==> config.mk <==
export PLATFORM = sky130hd
export DESIGN_NAME = port_event_stats_regs
export DESIGN_NICKNAME = d
export VERILOG_FILES = /design/src/rtl/port_event_stats_pkg.sv /design/src/rtl/port_tally.sv /design/src/rtl/port_event_stats_regs.sv
export VERILOG_INCLUDE_DIRS = /design/src /design/src/rtl
export SDC_FILE = /design/constraint.sdc
export NUM_CORES = 1
export LEC_CHECK = 0
export BUFFER_PORTS_ARGS = -buffer_cell sky130_fd_sc_hd__buf_4
export CAP_MARGIN = 20
export CELL_PAD_IN_SITES_DETAIL_PLACEMENT = 0
export CELL_PAD_IN_SITES_GLOBAL_PLACEMENT = 1
export CORE_MARGIN = 4
export CORE_UTILIZATION = 35
export DETAILED_ROUTE_END_ITERATION = 8
export GPL_TIMING_DRIVEN = 0
export PLACE_DENSITY = 0.64
export RECOVER_POWER = 25
export SYNTH_ARGS = -nofsm -noshare
export SYNTH_HDL_FRONTEND = slang
export SYNTH_HIERARCHICAL = 1
export SYNTH_SLANG_ARGS = --single-unit
==> constraint.sdc <==
create_clock -name mclk -period 3 [get_ports mclk]
set_input_delay 0.9 -clock mclk [delete_from_list [all_inputs] [get_ports mclk]]
set_output_delay 0.9 -clock mclk [all_outputs]
set_load 0.01 [all_outputs]
==> src/rtl/port_event_stats_defines.svh <==
// Register offsets, field positions, reset values and page numbers.
// Included by the register bank and its tally submodule.
`ifndef PORT_EVENT_STATS_DEFINES_SVH
`define PORT_EVENT_STATS_DEFINES_SVH

`define NUM_PORTS 13
`define PAGE_CONFIG 2'h0
`define PAGE_FLAGS 2'h1
`define PAGE_TALLY_LOW 2'h2
`define PAGE_TALLY_HIGH 2'h3
`define ADDR_PORT_FIRST 5'h11
`define ADDR_PORT_LAST 5'h1D
`define ADDR_TALLY_MASK 5'h13
`define ADDR_RECORD_MASK 5'h14
`define ADDR_CHIP_NUMBER 5'h17
`define ADDR_COMPRESS_COUNT 5'h18
`define ADDR_GAP_THRESHOLD 5'h1F
`define TALLY_MASK_CLEAR_AFTER_READ 0
`define TALLY_MASK_SATURATE_AT_MAX 1
`define TALLY_MASK_WRITABLE 8'h3B
`define CHIP_ID_MSB 7
`define CHIP_ID_LSB 2
`define CHIP_ID_FIELD_MASK 8'hFC
`define RESET_CHIP_NUMBER 8'h00
`define RESET_COMPRESS_COUNT 8'h00
`define RESET_GAP_THRESHOLD 8'h00
`define RESET_TALLY_MASK 8'h00
`define RESET_RECORD_MASK 8'h00
`define TALLY_MAX 16'hFFFF

`endif

==> src/rtl/port_event_stats_pkg.sv <==
// Types shared by the register bank and the tally submodule.
// Assumes the defines header is compiled alongside.
package port_event_stats_pkg;
  typedef logic [7:0] byte_t;
  typedef logic [15:0] tally_t;
  typedef logic [3:0] port_idx_t;
endpackage

==> src/rtl/port_tally.sv <==
// One port's 16-bit event tally with clear-after-read and saturation.
// Assumes increment and read-clear requests are synchronous to mclk.
`timescale 1ns/1ps
`include "port_event_stats_defines.svh"
module port_tally (
  // Clock and reset
  input wire logic mclk,
  input wire logic resetn,
  // Controls
  input wire logic count_event,
  input wire logic read_clear,
  input wire logic saturate_at_max,
  // State
  output port_event_stats_pkg::tally_t event_tally
);
  always_ff @(posedge mclk or negedge resetn) begin
    if (!resetn) begin
      event_tally <= 16'h0000;
    end else if (read_clear) begin
      event_tally <= 16'h0000;
    end else if (count_event) begin
      if (!(saturate_at_max && event_tally == `TALLY_MAX)) begin
        event_tally <= event_tally + 16'h0001;
      end
    end
  end
endmodule

==> src/rtl/port_event_stats_regs.sv <==
// Hub-management statistics and configuration registers of a repeater.
// Assumes event pulses are one-cycle strobes synchronous to mclk and the
// processor read and write strobes are one-cycle pulses.
//
// Contract
// - Chip number register holds a six-bit identifier in bits 7..2.
// - Stored identifier is driven to the management-bus logic.
// - Compress count tells management logic how many data bytes to pass.
// - Minimum management-bus gap is threshold register plus one bit times.
// - One event-flag register per port at page one, 11H to 1DH.
// - Reading a flag register returns the flags then clears them.
// - Flag register is read-only with the eight documented event bits.
// - Each port has a 16-bit tally incremented by enabled events.
// - Tally mask bits select clear-after-read and saturation.
// - Reading either tally byte copies all 16 bits to a holding register.
// - Other byte of the same tally next is read from holding register.
// - Holding reloads on a different tally or same byte reread.
// - Tally bytes sit on pages two and three.
// - Clear-after-read set makes a tally read reset that tally.
// - Saturate set stops a tally at FFFF instead of wrapping.
// - A flag is recorded only if its record mask bit is one.
`timescale 1ns/1ps
`include "port_event_stats_defines.svh"
module port_event_stats_regs (
  // Clock and reset
  input wire logic mclk,
  input wire logic resetn,
  // Processor port
  input wire logic [1:0] page_sel,
  input wire logic [4:0] reg_addr,
  input wire logic read_strobe,
  input wire logic write_strobe,
  input wire logic [7:0] write_data,
  output port_event_stats_pkg::byte_t read_data,
  // Port events, one bit per port
  input wire logic [12:0] ev_babble_timeout,
  input wire logic [12:0] ev_elastic_buffer_fault,
  input wire logic [12:0] ev_lock_loss,
  input wire logic [12:0] ev_missing_delimiter,
  input wire logic [12:0] ev_short_burst,
  input wire logic [12:0] ev_late_collision,
  input wire logic [12:0] ev_partition,
  input wire logic [12:0] ev_link_failure,
  // Tally increment requests, already qualified by the count enables
  input wire logic [12:0] tally_event,
  // Management interface configuration
  output logic [5:0] chip_id,
  output port_event_stats_pkg::byte_t compress_count,
  output logic [8:0] min_gap_bits
);
  localparam int NP = `NUM_PORTS;

  port_event_stats_pkg::byte_t chip_number_reg;
  port_event_stats_pkg::byte_t compress_count_reg;
  port_event_stats_pkg::byte_t gap_threshold_reg;
  port_event_stats_pkg::byte_t tally_mask_reg;
  port_event_stats_pkg::byte_t record_mask_reg;
  port_event_stats_pkg::byte_t flags_reg [NP];
  port_event_stats_pkg::tally_t holding_reg;
  port_event_stats_pkg::port_idx_t held_port_reg;
  logic held_high_reg;
  logic held_valid_reg;
  port_event_stats_pkg::tally_t tally [NP];
  logic [12:0] tally_clear;

  // Returns true for an in-range per-port address.
  function automatic logic is_port_addr(input logic [4:0] a);
    return (a >= `ADDR_PORT_FIRST) && (a <= `ADDR_PORT_LAST);
  endfunction

  // Maps a per-port address to a port index.
  function automatic port_event_stats_pkg::port_idx_t port_of(
    input logic [4:0] a);
    logic [4:0] d;
    d = a - `ADDR_PORT_FIRST;
    return d[3:0];
  endfunction

  logic cfg_wr;
  logic flag_rd;
  logic tally_rd;
  logic tally_hi;
  logic from_holding;
  port_event_stats_pkg::port_idx_t sel_port;

  assign cfg_wr = write_strobe && page_sel == `PAGE_CONFIG;
  assign flag_rd = read_strobe && page_sel == `PAGE_FLAGS &&
                   is_port_addr(reg_addr);
  assign tally_rd = read_strobe && is_port_addr(reg_addr) &&
                    (page_sel == `PAGE_TALLY_LOW ||
                     page_sel == `PAGE_TALLY_HIGH);
  assign tally_hi = page_sel == `PAGE_TALLY_HIGH;
  assign sel_port = port_of(reg_addr);
  assign from_holding = held_valid_reg && held_port_reg == sel_port &&
                        held_high_reg != tally_hi;

  // Configuration registers.
  always_ff @(posedge mclk or negedge resetn) begin
    if (!resetn) begin
      chip_number_reg <= `RESET_CHIP_NUMBER;
      compress_count_reg <= `RESET_COMPRESS_COUNT;
      gap_threshold_reg <= `RESET_GAP_THRESHOLD;
      tally_mask_reg <= `RESET_TALLY_MASK;
      record_mask_reg <= `RESET_RECORD_MASK;
    end else if (cfg_wr) begin
      case (reg_addr)
        `ADDR_CHIP_NUMBER: chip_number_reg <= write_data & `CHIP_ID_FIELD_MASK;
        `ADDR_COMPRESS_COUNT: compress_count_reg <= write_data;
        `ADDR_GAP_THRESHOLD: gap_threshold_reg <= write_data;
        `ADDR_TALLY_MASK: tally_mask_reg <= write_data & `TALLY_MASK_WRITABLE;
        `ADDR_RECORD_MASK: record_mask_reg <= write_data;
        default: ;
      endcase
    end
  end

  assign chip_id = chip_number_reg[`CHIP_ID_MSB:`CHIP_ID_LSB];
  assign compress_count = compress_count_reg;
  assign min_gap_bits = {1'b0, gap_threshold_reg} + 9'h001;

  // Sticky flags; a new event in the read cycle survives the clear.
  for (genvar p = 0; p < NP; p++) begin : g_flags
    port_event_stats_pkg::byte_t ev;
    assign ev = {ev_link_failure[p], ev_partition[p], ev_late_collision[p],
                 ev_short_burst[p], ev_missing_delimiter[p], ev_lock_loss[p],
                 ev_elastic_buffer_fault[p], ev_babble_timeout[p]};
    always_ff @(posedge mclk or negedge resetn) begin
      if (!resetn) begin
        flags_reg[p] <= 8'h00;
      end else begin
        if (flag_rd && sel_port == 4'(p)) begin
          flags_reg[p] <= ev & record_mask_reg;
        end else begin
          flags_reg[p] <= flags_reg[p] | (ev & record_mask_reg);
        end
      end
    end
    assign tally_clear[p] = tally_rd && !from_holding && sel_port == 4'(p) &&
                            tally_mask_reg[`TALLY_MASK_CLEAR_AFTER_READ];
    port_tally u_tally (
      .mclk(mclk),
      .resetn(resetn),
      .count_event(tally_event[p]),
      .read_clear(tally_clear[p]),
      .saturate_at_max(tally_mask_reg[`TALLY_MASK_SATURATE_AT_MAX]),
      .event_tally(tally[p])
    );
  end

  // Coherent holding register for 16-bit tallies.
  always_ff @(posedge mclk or negedge resetn) begin
    if (!resetn) begin
      holding_reg <= 16'h0000;
      held_port_reg <= 4'h0;
      held_high_reg <= 1'b0;
      held_valid_reg <= 1'b0;
    end else if (tally_rd) begin
      if (from_holding) begin
        // Pair completed; the next read reloads.
        held_valid_reg <= 1'b0;
      end else begin
        holding_reg <= tally[sel_port];
        held_port_reg <= sel_port;
        held_high_reg <= tally_hi;
        held_valid_reg <= 1'b1;
      end
    end
  end

  // Read data, registered one cycle after the strobe.
  always_ff @(posedge mclk or negedge resetn) begin
    if (!resetn) begin
      read_data <= 8'h00;
    end else if (read_strobe) begin
      read_data <= 8'h00;
      case (page_sel)
        `PAGE_CONFIG: begin
          case (reg_addr)
            `ADDR_CHIP_NUMBER: read_data <= chip_number_reg;
            `ADDR_COMPRESS_COUNT: read_data <= compress_count_reg;
            `ADDR_GAP_THRESHOLD: read_data <= gap_threshold_reg;
            `ADDR_TALLY_MASK: read_data <= tally_mask_reg;
            `ADDR_RECORD_MASK: read_data <= record_mask_reg;
            default: read_data <= 8'h00;
          endcase
        end
        `PAGE_FLAGS: begin
          if (is_port_addr(reg_addr)) begin
            read_data <= flags_reg[sel_port];
          end
        end
        default: begin
          if (is_port_addr(reg_addr)) begin
            if (from_holding) begin
              read_data <= tally_hi ? holding_reg[15:8] : holding_reg[7:0];
            end else begin
              read_data <= tally_hi ? tally[sel_port][15:8]
                                    : tally[sel_port][7:0];
            end
          end
        end
      endcase
    end
  end
endmodule

==> results.sh <==
export IMPL_run_status="complete, but fails checks"
export IMPL_failed_checks="capacitance limit, slew limit"
export IMPL_grt_util_met2_pct=36.0
export IMPL_clock_pin_slew_worst_setup_and_hold_paths_ns=0.06
export IMPL_clock_latency_ns=0.61
export IMPL_tightest_slew_ns=2.44
export IMPL_busiest_layer="met2"
export IMPL_initial_antenna_violation_count=0
export IMPL_hold_path_class="reg -> reg"
export IMPL_layout_cells_most_common="sky130_fd_sc_hd__dfrtp_1"
export IMPL_crit_fanout=10
export IMPL_yosys_register_bits=377
export IMPL_final_util_pct=43.4
export IMPL_post_synth_top_area_fraction_pct=41.7
export IMPL_via_count=20300
export IMPL_synth_sequential_area_ratio_pct=41.7
export IMPL_gp_routability_congestion=0.919
export IMPL_drt_iter0_markers=1945
export IMPL_reg2reg_from="tally_mask_reg[1]$_DFFE_PN0P_"
export IMPL_drt_pre_antenna_iters=5
export IMPL_areaGrowthSynthToFinish_pct=22.1
export IMPL_timing_hold_worst_endpoint="holding_reg[8]$_DFFE_PN0N_"
export IMPL_maxSlewHeadroom_pct=-62.8
export IMPL_timing_reg2reg_worst_path_depth=4
export IMPL_post_route_drc_count=0
export IMPL_cts_htree_levels=2
export IMPL_hold_path_startpoint="holding_reg[8]$_DFFE_PN0N_"
export IMPL_dieArea_um2=68700
export IMPL_hold_depth=2
export IMPL_syn_inst=2236
export IMPL_synth_enable_flop_cells=0
export IMPL_vias_in_the_first_global_route=19700
export IMPL_fp_row_count=92
export IMPL_drv_max_cap_violation_count=1
export IMPL_detail_routed_net_length_per_standard_cell_um=24.0
export IMPL_critPathRequiredTime_ns=3.45
export IMPL_grt_start_max_net_pins=99
export IMPL_ys_flop_type="sky130_fd_sc_hd__dfrtp_1"
export IMPL_period_needed_ns=2.97
export IMPL_gr_total_overflow=0
export IMPL_grt_met1_use_pct=33.1
export IMPL_ys_warnings_count=6
export IMPL_critPathCaptureType="register"
export IMPL_finalNetCount=2619
export IMPL_io_buffer_count=163
export IMPL_finalSetupViolCount=0
export IMPL_pwr_density_cell_nw_per_um2=714
export IMPL_tritoncts_buffer_count=46
export IMPL_yosysTopAreaCell="sky130_fd_sc_hd__dfrtp_1"
export IMPL_clock_root_buffer="sky130_fd_sc_hd__clkbuf_16"
export IMPL_clockBufferDepth=3
export IMPL_place_hpwl_um=59200
export IMPL_layout_cells_most_common_list="sky130_fd_sc_hd__dfrtp_1 (377), sky130_fd_sc_hd__buf_4 (193), sky130_fd_sc_hd__nand2_1 (182)"
export IMPL_timing_worst_setup_path_type="in -> reg"
export IMPL_p_leak_uw=0.0115
export IMPL_cts_hold_buffers_added=0
export IMPL_rr_endpoint="g_flags[9].u_tally/event_tally[7]$_DFFE_PN0P_"
export IMPL_cts_tree="built"
export IMPL_grt_pass1_wl_um=122000
export IMPL_mappedNetlistArea_um2=22600
export IMPL_antenna_cells_inserted=0
export IMPL_die_h_um=262
export IMPL_boundary_pins=167
export IMPL_totalNegativeSetupSlack_ns=0
export IMPL_coreArea_um2=63500
export IMPL_regToRegSetupSlack_ns=0.21
export IMPL_report_final_slew_viol_count=96
export IMPL_power_ir_vdd_worst_mv=0.419
export IMPL_groute_layer_met3_usage_pct=2.87
export IMPL_critical_path_arrival_ns=3.42
export IMPL_floorplan_die_width_um=262
export IMPL_report_final_hold_viol_count=0
export IMPL_fmax_mhz=336
export IMPL_syn_avg_cell_area_um2=10.1
export IMPL_finalCritPeriodShare_pct=99.1
export IMPL_final_setup_skew_ns=0.0447
export IMPL_postRouteAntennaNets=0
export IMPL_starting_density_pct=35.6
export IMPL_layout_drive_gt1_share_pct=26.7
export IMPL_preCtsSetupSlack_ns=-1.78
export IMPL_synth_cell_type_count=73
export IMPL_clock_sinks=377
export IMPL_critical_path_source_type="input pin"
export IMPL_number_of_flip_flops_in_the_largest_register=208
export IMPL_synth_area_leaders="sky130_fd_sc_hd__dfrtp_1 (42%), sky130_fd_sc_hd__mux4_2 (7.2%), sky130_fd_sc_hd__a22o_1 (4.0%)"
export IMPL_vias_per_cell=6.08
export IMPL_setup_ws_ns=0.0265
export IMPL_routed_wl_um=80300
export IMPL_grt_total_usage_pct=22.9
export IMPL_postSynthNetCount=2391
export IMPL_async_flop_share_pct=100
[synthesized netlist by cell type (49+ instances only)]
| cell type | number |
|---|---|
| sky130_fd_sc_hd__dfrtp_1 | 377 |
| sky130_fd_sc_hd__nand2_1 | 183 |
| sky130_fd_sc_hd__nor2_1 | 140 |
| sky130_fd_sc_hd__a21oi_1 | 123 |
| sky130_fd_sc_hd__nand3_1 | 105 |
| sky130_fd_sc_hd__a22o_1 | 104 |
| sky130_fd_sc_hd__nor3_1 | 91 |
| sky130_fd_sc_hd__mux4_2 | 72 |
| sky130_fd_sc_hd__buf_2 | 71 |
| sky130_fd_sc_hd__clkbuf_1 | 64 |
| sky130_fd_sc_hd__mux2_2 | 64 |
| sky130_fd_sc_hd__nor2b_1 | 54 |
| sky130_fd_sc_hd__a31oi_1 | 52 |
| sky130_fd_sc_hd__or4_1 | 51 |
| sky130_fd_sc_hd__inv_1 | 49 |
[worst max-delay path by stage]
stage,startpoint,end,slack (ns),cells after the start
global route,reg_addr[1],g_flags[9].u_tally/event_tally[3]$_DFFE_PN0P_,-0.004,16
detailed placement,reg_addr[1],g_flags[9].u_tally/event_tally[1]$_DFFE_PN0P_,-1.78,13
global placement,resetn,g_flags[4].u_tally/event_tally[1]$_DFFE_PN0P_,-2.98,1
CTS,reg_addr[0],g_flags[9].u_tally/event_tally[0]$_DFFE_PN0P_,0.002,14
finish,reg_addr[1],read_data[6]$_DFFE_PN0P_,0.03,12
floorplan,reg_addr[0],g_flags[4].u_tally/event_tally[4]$_DFFE_PN0P_,-0.63,18
[per-layer routing]
metal | wire length [um] | up-vias
met5 | 0 | -
met4 | 2620 | 0
met3 | 4760 | 105
met2 | 36400 | 672
met1 | 36500 | 10400
li1 | - | 9159
[where the power goes]
group          internal (uW)  total [uW]  switching, uW
Sequential              6440        8240           1790
Clock                   3250        5630           2380
Combinational           2860        5830           2970
[cells by family after synthesis]
kind of cell	share of synthesized area [%]
multiplexers	11.2
AO/OA/AOI/OAI	17.1
buffers and inverters	3.80
XOR/XNOR	0.465
AND/OR/NAND/NOR	24.7
adder cells (fa/ha/maj)	1.05
flip-flops	41.7
[final cells by class]
cell class | count | area [um^2]
Buffer | 134 | 1060
Clock buffer | 67 | 1320
Clock inverter | 16 | 198
Fill cell | 6054 | 35900
Inverter | 49 | 195
Multi-Input combinational cell | 1664 | 12800
Sequential cell | 377 | 9430
Tap cell | 846 | 1060
Timing Repair Buffer | 192 | 1530
[what timing repair did]
item                       CTS  global route
setup endpoints to repair  336           132
resized for setup           51            12
pin swaps                   14             8
buffers inserted            23             3
[stage by stage]
stage	cell area (um^2)	std cells	hold slack [ns]	power (uW)
6_report	27600	3345	0.486	19700
5_1_grt	27600	3345	0.492	20800
4_1_cts	27600	3343	0.327	19800
3_5_place_dp	25700	3248	0.475	14000
3_3_place_gp	25600	3245	0.470	13800
2_1_floorplan	23300	2236	0.454	11700
[worst max-delay path, stage by stage]
cell	delay, ns
sky130_fd_sc_hd__buf_4	0.19
sky130_fd_sc_hd__clkinvlp_4	0.18
sky130_fd_sc_hd__ha_4	0.29
sky130_fd_sc_hd__buf_6	0.11
sky130_fd_sc_hd__buf_4	0.14
sky130_fd_sc_hd__buf_6	0.18
sky130_fd_sc_hd__clkbuf_4	0.28
sky130_fd_sc_hd__mux4_2	0.36
sky130_fd_sc_hd__o22ai_2	0.22
sky130_fd_sc_hd__nor3_1	0.11
sky130_fd_sc_hd__a21oi_1	0.25
sky130_fd_sc_hd__o221ai_1	0.19
No activity file was read; power rests on OpenSTA's default activity.
